<file path="src/csf_pkg.sv">
package csf_pkg;
  // ==========================================================
  // Status word bit positions
  // ==========================================================
  localparam int unsigned STAT_W       = 16;
  localparam int unsigned BIT_SW_GATE  = 2;
  localparam int unsigned BIT_HW_GATE  = 4;
  localparam int unsigned BIT_I_GATE   = 5;
  localparam int unsigned BIT_OUT_LVL  = 6;
  localparam int unsigned BIT_CNT_DN   = 7;
  localparam int unsigned BIT_CNT_UP   = 8;
  localparam int unsigned BIT_CMP      = 9;
  localparam int unsigned BIT_END      = 10;
  localparam int unsigned BIT_OFLW     = 11;
  localparam int unsigned BIT_UFLW     = 12;
  localparam int unsigned BIT_ZERO     = 13;
  localparam int unsigned BIT_LATCH    = 14;
  // Sticky event flags, in status order from bit 9 upward
  localparam int unsigned NUM_EVT      = 5;
  localparam int unsigned EVT_LSB      = 9;
  // ==========================================================
  // Register offsets (word addresses on the plain port)
  // ==========================================================
  localparam int unsigned ADDR_W       = 4;
  localparam logic [3:0]  OFS_STATUS   = 4'h0;
  localparam logic [3:0]  OFS_CTRL     = 4'h1;
  localparam logic [3:0]  OFS_CMPVAL   = 4'h2;
  localparam logic [3:0]  OFS_ENDVAL   = 4'h3;
  localparam logic [3:0]  OFS_IRQ_MASK = 4'h4;
  localparam logic [3:0]  OFS_COUNT    = 4'h5;
  // Control register: bit 0 software gate, bit 1 compare enable
  localparam int unsigned CTRL_SW_GATE = 0;
  localparam int unsigned CTRL_CMP_EN  = 1;
  localparam logic [1:0]  CTRL_RST     = 2'h0;
  // Compare unit state
  typedef enum logic [1:0]
  {
    CSF_CMP_IDLE  = 2'b01,
    CSF_CMP_ARMED = 2'b10
  } csf_cmp_state_t;
endpackage

</file>
<file path="src/csf_event_flag.sv">
`timescale 1ns/100ps
// ============================================================
// Sticky event flags: set by hardware, cleared by writing one
// ============================================================
module csf_event_flag #(
  parameter int unsigned WIDTH = 5
) (
  // Clock and reset
  input  wire logic             clk_in,
  input  wire logic             rst_in,
  // Event pulses and write-one clear
  input  wire logic [WIDTH-1:0] set_in,
  input  wire logic [WIDTH-1:0] clr_in,
  // Flag state
  output logic      [WIDTH-1:0] flag_out
);
  initial
  begin
    if (WIDTH < 1)
      $error("csf_event_flag: WIDTH must be at least 1");
  end

  genvar i;
  generate
    for (i = 0; i < WIDTH; i++)
    begin : g_flag
      // Set wins over clear so an event in the clearing cycle is kept
      always_ff @(posedge clk_in or posedge rst_in)
      begin
        if (rst_in)
          flag_out[i] <= 1'b0;
        else if (set_in[i])
          flag_out[i] <= 1'b1;
        else if (clr_in[i])
          flag_out[i] <= 1'b0;
      end
    end
  endgenerate
endmodule

</file>
<file path="src/csf_status.sv">
// Our own choices: the plain strobed port and the register offsets.
`timescale 1ns/100ps
// Notes on behaviour
// Bit 7 set while counting backward
// Bit 8 set while counting forward
// Bit 9 on compare match, never if disabled
// Bit 10 set when count equals end
// Bit 11 overflow, bit 12 underflow
// Bit 13 set on zero crossing
// Bit 14 shows latch input level
// Bit 6 mirrors digital output level
// Bit 5 shows internal gate open
// Bit 4 shows hardware gate input
// Bit 2 shows software gate state
// Event flags stay set until cleared
// Up and down never both set
module csf_status #(
  parameter int unsigned CNT_W = 32
) (
  // Clock and reset
  input  wire logic             clk_in,
  input  wire logic             rst_in,
  // Register port
  input  wire logic [3:0]       addr_in,
  input  wire logic [31:0]      wdata_in,
  input  wire logic             wr_in,
  input  wire logic             rd_in,
  output logic      [31:0]      rdata_out,
  // Counter engine observations
  input  wire logic [CNT_W-1:0] count_in,
  input  wire logic             count_step_in,
  input  wire logic             count_dir_dn_in,
  input  wire logic             overflow_in,
  input  wire logic             underflow_in,
  input  wire logic             int_gate_in,
  input  wire logic             hw_gate_in,
  input  wire logic             out_level_in,
  input  wire logic             latch_in,
  // Status and control outputs
  output logic      [15:0]      status_out,
  output logic                  sw_gate_out,
  output logic                  irq_out
);
  // ==========================================================
  // Elaboration checks
  // ==========================================================
  initial
  begin
    if (CNT_W < 2 || CNT_W > 32)
      $error("csf_status: CNT_W must lie in 2..32");
  end

  // ==========================================================
  // Control registers, previous count and compare state
  // ==========================================================
  logic [1:0]                      ctrl_reg;      // Gate and compare enable
  logic [CNT_W-1:0]                cmp_val_reg;   // Comparison value
  logic [CNT_W-1:0]                end_val_reg;   // End value
  logic [csf_pkg::NUM_EVT-1:0]     irq_mask_reg;  // Interrupt enables
  logic [CNT_W-1:0]                prev_cnt_reg;  // Count one cycle ago
  csf_pkg::csf_cmp_state_t         cmp_state_reg; // Compare edge state
  csf_pkg::csf_cmp_state_t         cmp_state_next;

  logic wr_ctrl;
  logic wr_stat;
  assign wr_ctrl = wr_in && (addr_in == csf_pkg::OFS_CTRL);
  assign wr_stat = wr_in && (addr_in == csf_pkg::OFS_STATUS);

  // Control word: software gate and compare enable
  always_ff @(posedge clk_in or posedge rst_in)
  begin
    if (rst_in)
      ctrl_reg <= csf_pkg::CTRL_RST;
    else if (wr_ctrl)
      ctrl_reg <= wdata_in[1:0];
  end

  // Comparison and end values
  always_ff @(posedge clk_in or posedge rst_in)
  begin
    if (rst_in)
    begin
      cmp_val_reg <= '0;
      end_val_reg <= '0;
    end
    else if (wr_in)
    begin
      if (addr_in == csf_pkg::OFS_CMPVAL)
        cmp_val_reg <= wdata_in[CNT_W-1:0];
      if (addr_in == csf_pkg::OFS_ENDVAL)
        end_val_reg <= wdata_in[CNT_W-1:0];
    end
  end

  // Interrupt mask, same layout as the event flags
  always_ff @(posedge clk_in or posedge rst_in)
  begin
    if (rst_in)
      irq_mask_reg <= '0;
    else if (wr_in && (addr_in == csf_pkg::OFS_IRQ_MASK))
      irq_mask_reg <= wdata_in[csf_pkg::EVT_LSB +: csf_pkg::NUM_EVT];
  end

  // ==========================================================
  // Event detection
  // ==========================================================
  // Previous count kept so zero crossing is seen only when the count changes to zero
  always_ff @(posedge clk_in or posedge rst_in)
  begin
    if (rst_in)
    begin
      prev_cnt_reg <= '0;
    end
    else
    begin
      prev_cnt_reg <= count_in;
    end
  end

  logic cmp_match;
  logic end_hit;
  logic zero_hit;
  logic cmp_hit;
  assign cmp_match = (count_in == cmp_val_reg);
  // End flag fires when the count becomes equal, not while it stays
  assign end_hit   = (count_in == end_val_reg) && (prev_cnt_reg != end_val_reg);
  // Zero crossing: count arrives at zero from a different value
  assign zero_hit  = (count_in == '0) && (prev_cnt_reg != '0);

  // Compare unit: one event per entry into the match, none if disabled
  always_comb
  begin
    cmp_state_next = cmp_state_reg;
    cmp_hit        = 1'b0;
    case (cmp_state_reg)
      csf_pkg::CSF_CMP_IDLE:
      begin
        if (ctrl_reg[csf_pkg::CTRL_CMP_EN] && cmp_match)
        begin
          cmp_hit        = 1'b1;
          cmp_state_next = csf_pkg::CSF_CMP_ARMED;
        end
      end
      csf_pkg::CSF_CMP_ARMED:
      begin
        // Wait for the count to leave the value, or compare to be disabled, before rearming
        if (!cmp_match || !ctrl_reg[csf_pkg::CTRL_CMP_EN])
          cmp_state_next = csf_pkg::CSF_CMP_IDLE;
      end
      default:
        cmp_state_next = csf_pkg::CSF_CMP_IDLE;
    endcase
  end

  // Compare state register
  always_ff @(posedge clk_in or posedge rst_in)
  begin
    if (rst_in)
      cmp_state_reg <= csf_pkg::CSF_CMP_IDLE;
    else
      cmp_state_reg <= cmp_state_next;
  end

  // ==========================================================
  // Sticky event flags
  // ==========================================================
  logic [csf_pkg::NUM_EVT-1:0] evt_set;
  logic [csf_pkg::NUM_EVT-1:0] evt_flag;
  assign evt_set = {zero_hit, underflow_in, overflow_in, end_hit, cmp_hit};

  csf_event_flag #(
    .WIDTH (csf_pkg::NUM_EVT)
  ) u_flags (
    .clk_in   (clk_in),
    .rst_in   (rst_in),
    .set_in   (evt_set),
    .clr_in   (wr_stat ? wdata_in[csf_pkg::EVT_LSB +: csf_pkg::NUM_EVT]
                       : {csf_pkg::NUM_EVT{1'b0}}),
    .flag_out (evt_flag)
  );

  // ==========================================================
  // Status word, software gate drive and interrupt
  // ==========================================================
  logic [15:0] status_next;
  always_comb
  begin
    status_next                       = '0;
    status_next[csf_pkg::BIT_SW_GATE] = ctrl_reg[csf_pkg::CTRL_SW_GATE];
    status_next[csf_pkg::BIT_HW_GATE] = hw_gate_in;
    status_next[csf_pkg::BIT_I_GATE]  = int_gate_in;
    status_next[csf_pkg::BIT_OUT_LVL] = out_level_in;
    // Direction bits derive from one signal, so never both set
    status_next[csf_pkg::BIT_CNT_DN]  = count_dir_dn_in;
    status_next[csf_pkg::BIT_CNT_UP]  = !count_dir_dn_in;
    status_next[csf_pkg::EVT_LSB +: csf_pkg::NUM_EVT] = evt_flag;
    status_next[csf_pkg::BIT_LATCH]   = latch_in;
  end

  // Registered status word, one cycle behind its inputs
  always_ff @(posedge clk_in or posedge rst_in)
  begin
    if (rst_in)
      status_out <= '0;
    else
      status_out <= status_next;
  end

  // Software gate drive to the counter engine
  always_ff @(posedge clk_in or posedge rst_in)
  begin
    if (rst_in)
      sw_gate_out <= 1'b0;
    else
      sw_gate_out <= ctrl_reg[csf_pkg::CTRL_SW_GATE];
  end

  // Level interrupt from unmasked sticky flags
  always_ff @(posedge clk_in or posedge rst_in)
  begin
    if (rst_in)
      irq_out <= 1'b0;
    else
      irq_out <= |(evt_flag & irq_mask_reg);
  end

  // ==========================================================
  // Read data, one cycle after the strobe
  // ==========================================================
  always_ff @(posedge clk_in or posedge rst_in)
  begin
    if (rst_in)
      rdata_out <= '0;
    else if (rd_in)
    begin
      case (addr_in)
        csf_pkg::OFS_STATUS:   rdata_out <= {16'h0000, status_next};
        csf_pkg::OFS_CTRL:     rdata_out <= {30'h00000000, ctrl_reg};
        csf_pkg::OFS_CMPVAL:   rdata_out <= 32'(cmp_val_reg);
        csf_pkg::OFS_ENDVAL:   rdata_out <= 32'(end_val_reg);
        csf_pkg::OFS_IRQ_MASK: rdata_out <= 32'(irq_mask_reg) << csf_pkg::EVT_LSB;
        csf_pkg::OFS_COUNT:    rdata_out <= 32'(count_in);
        default:               rdata_out <= '0;
      endcase
    end
    else
      rdata_out <= '0;
  end
endmodule
</file>
<file path="config.mk">
export PLATFORM = sky130hd
export DESIGN_NAME = csf_status
export DESIGN_NICKNAME = d
export VERILOG_FILES = /design/src/csf_pkg.sv /design/src/csf_event_flag.sv /design/src/csf_status.sv
export SDC_FILE = /design/constraint.sdc
export NUM_CORES = 1
export LEC_CHECK = 0
export BUFFER_PORTS_ARGS = -buffer_cell sky130_fd_sc_hd__buf_2
export CAP_MARGIN = 20
export CORE_MARGIN = 5
export CORE_UTILIZATION = 60
export DETAILED_ROUTE_END_ITERATION = 8
export GPL_TIMING_DRIVEN = 0
export PLACE_DENSITY_LB_ADDON = 0.3
export SLEW_MARGIN = 15
export SYNTH_ARGS = -nofsm -noshare
export SYNTH_HDL_FRONTEND = slang
export SYNTH_HIERARCHICAL = 1
export SYNTH_SLANG_ARGS = --single-unit
export TNS_END_PERCENT = 20
</file>
<file path="constraint.sdc">
create_clock -name clk_in -period 7.7 [get_ports clk_in]
set_clock_uncertainty 0.1 [all_clocks]
set_input_delay 1.54 -clock clk_in [delete_from_list [all_inputs] [get_ports clk_in]]
set_output_delay 1.54 -clock clk_in [all_outputs]
set_load 0.01 [all_outputs]
</file>
==> summary.md <==
| Metric | Value |
|---|---|
| Worst-path clk slew | `approximately 60 ps` |
| Met1 Resource Use GR | `around 40%` |
| CTS buffer count | `17` |
| Met3 Usage GRT | `7.93%` |
| Register area share after synthesis | `between 50 and 60%` |
| Worst R2R Path Depth | `4` |
| CP Data Arrival Time | `~3500 ps` |
| Reg2Reg Setup Slack | `~5600 ps` |
| Final #Nets | `774` |
| Vias per cell | `around 6.1` |
| TritonCTS Sinks | `roughly 160` |
| Post-Syn Area per Cell | `12.9 sq um` |
| CTS resizes | `0` |
| Longest Clk Path Bufs | `2` |
| DR WL/cell | `approximately 24 microns` |
| Hold buffers post-CTS | `0` |
| Final worst setup slack | `~4400 ps` |
| Yosys warns | `6` |
| Clock latency on the worst-skew pair | `between 400 and 500 ps` |
| Pwr Density | `between 200 and 300 nW/um^2` |
| Hold Fails Final Rpt | `0` |
| Fin cells | `850` |
| Async set-reset flop share out of synthesis | `between 90% and 100%` |
| Vias in the first global route | `5518` |
| Antenna viol nets, final | `0` |
| Post-CTS Setup Bufs | `0` |
| Total Power | `~0.0023 W` |
| Hold Path Stages | `0` |
| Initial antenna violation count | `0` |
| Status | `completed` |
| Worst path required time | `7940 ps` |
| IO Port Bufs | `around 120` |
| Post-synth EDFFs | `0` |
| Fmax | `0.307 GHz` |
| Slew Viols, Final | `0` |
| Slew @ Worst Pin | `about 830 ps` |
| Post-synth top area cell | `dfrtp_1` |
| Die H | `119 microns` |
| Syn Inst Count | `around 550` |
| Final setup viols | `0` |
| GRT overflow | `0` |
| Vias | `about 5200` |
| Hold WC Path Type | `reg -> reg` |
| Critical Path Start Type | `input port` |
| Share of layout cells above drive strength 1 | `between 30% and 40%` |
| Max H-tree Level | `4` |
| Synth top area cells | `dfrtp_1 (54%), xor2_1 (7.9%), mux2_4 (6.8%)` |
| Gr busiest metal | `met2` |
| GRT Total Usage | `29.5%` |
| Synthesized flop and latch total | `155` |
| Std cell rows | `39` |
| Remaining DRCs | `0` |
| TritonRoute pass-1 iters | `5` |
| Post-synth top flop | `dfrtp_1` |
| Largest net degree at the start of global routing | `between 80 and 90` |
| Peak VDD IR | `between 0.2 and 0.25 mV` |
| Diode count | `0` |
| DP Worst Slack | `between 4000 and 5000 ps` |
| DP Area | `about 8000 sq um` |
| RSZ-0062 raised after global routing | `false` |
| Initial core utilization | `between 60% and 70%` |
| Clock root cell | `clkbuf_16` |
| Mapped cell area | `about 7000 sq um` |
| Worst Setup End Kind | `flop` |
| Setup CP Type | `in -> reg` |
| Layout area overhead | `20.1%` |
| Leakage | `roughly 4 nW` |
| Final worst path period need | `~3300 ps` |
| Dpl hpwl | `between 10 and 15 mm` |
| CTS tree | `done` |
| DR iter-0 viols | `440` |
| First-pass GRT wire length | `31.6 mm` |
| Final period util | `roughly 42%` |
| Crit path max fanout | `10` |
| Top-area cell type share of the netlist area | `about 54%` |
| Met2 GRT Util | `46.3%` |
| Die Width | `between 100 and 150 microns` |
| Yosys cell types | `35` |
| Max_cap viols | `0` |
| Core area | `between 10000 and 15000 sq um` |
| Setup TNS | `0 ps` |
| Die ar. | `14100 sq um` |
| Global placer's final weighted congestion | `0.951` |
| IO Pins | `130` |
| Slew headroom | `about 45%` |
| WL final | `roughly 20 mm` |
| Placed insts | `818` |
| Cell area after layout | `8500 sq um` |
-- metrics by stage --
stage,util (%),hold WS (ps)
3_3_place_gp,68.7,326
6_report,74.1,336
5_1_grt,74.1,361
3_5_place_dp,69.0,326
4_1_cts,74.1,338
2_1_floorplan,-,290
-- layout by cell type (no fill, tap or decap), drive strengths merged, types with 5 or more instances in the layout --
| master | instances |
|---|---|
| a21o | 5 |
| a21oi | 37 |
| a22oi | 42 |
| and3 | 5 |
| buf | 140 |
| clkbuf | 34 |
| dfrtp | 154 |
| inv | 9 |
| mux2 | 71 |
| mux2i | 5 |
| nand2 | 25 |
| nand4 | 15 |
| nor2 | 7 |
| nor4 | 37 |
| xnor2 | 33 |
| xor2 | 64 |
-- final timing paths --
kind	endpoint	from
worst max register to register	cmp_state_reg[0]	cmp_val_reg[24]
min in group asynchronous	u_flags/flag_out[0]	rst_in
worst max-delay path	rdata_out[26]	addr_in[0]
worst min-delay path	status_out[11]	u_flags/flag_out[2]
max in group asynchronous	end_val_reg[6]	rst_in
worst min register to register	status_out[11]	u_flags/flag_out[2]
-- critical path, cell delays in order --
cell and delay (ps):
buf_4 180, inv_2 130, nor4b_4 530, clkbuf_1 690, a22oi_1 210, a21oi_1 210
-- cells by family (layout without fill, tap and decap cells) --
group,after synthesis,count (layout),share of synthesized area [%]
xor gates and xnor gates,97,97,12.0
and+or+nand+nor,99,99,8.70
buffers and inverters,34,190,2.83
other,1,4,0.0530
AOI/OAI and AO/OA,86,86,7.85
muxes,76,76,13.7
DFF,155,155,54.8
-- power by group --
group / internal (W) / total (W) / switching (W)
Combinational: 0.000197 / 0.000382 / 0.000185
Clock: 0.000509 / 0.000826 / 0.000317
Sequential: 0.000918 / 0.00104 / 0.000126
Total: 0.00162 / 0.00225 / 0.000628
-- final cells by class --
class,instances,area (sq um)
timing repair buffer,124,643
inverter,9,41.3
clock buffer,25,495
tap,143,179
clock inverter,7,87.6
sequential,155,3880
multi-input combinational,362,3010
buffer,25,166
fill,791,2970
-- synthesized netlist by cell type, drive strengths merged, types with 3 or more instances --
master,count
dfrtp,154
mux2,71
xor2,64
a22oi,42
a21oi,37
nor4,37
xnor2,33
nand2,25
buf,16
nand4,15
clkbuf,9
inv,9
nor2,7
a21o,5
and3,5
mux2i,5
nand3b,3
-- metal layers --
metal	share of wire, %	vias up	wire (microns)
met4	2.3	0	470
met3	8.0	43	1610
met5	0	-	0
met1	42	2638	8380
li1	-	2265	-
met2	48	244	9650
(Power assumes the default switching activity.)
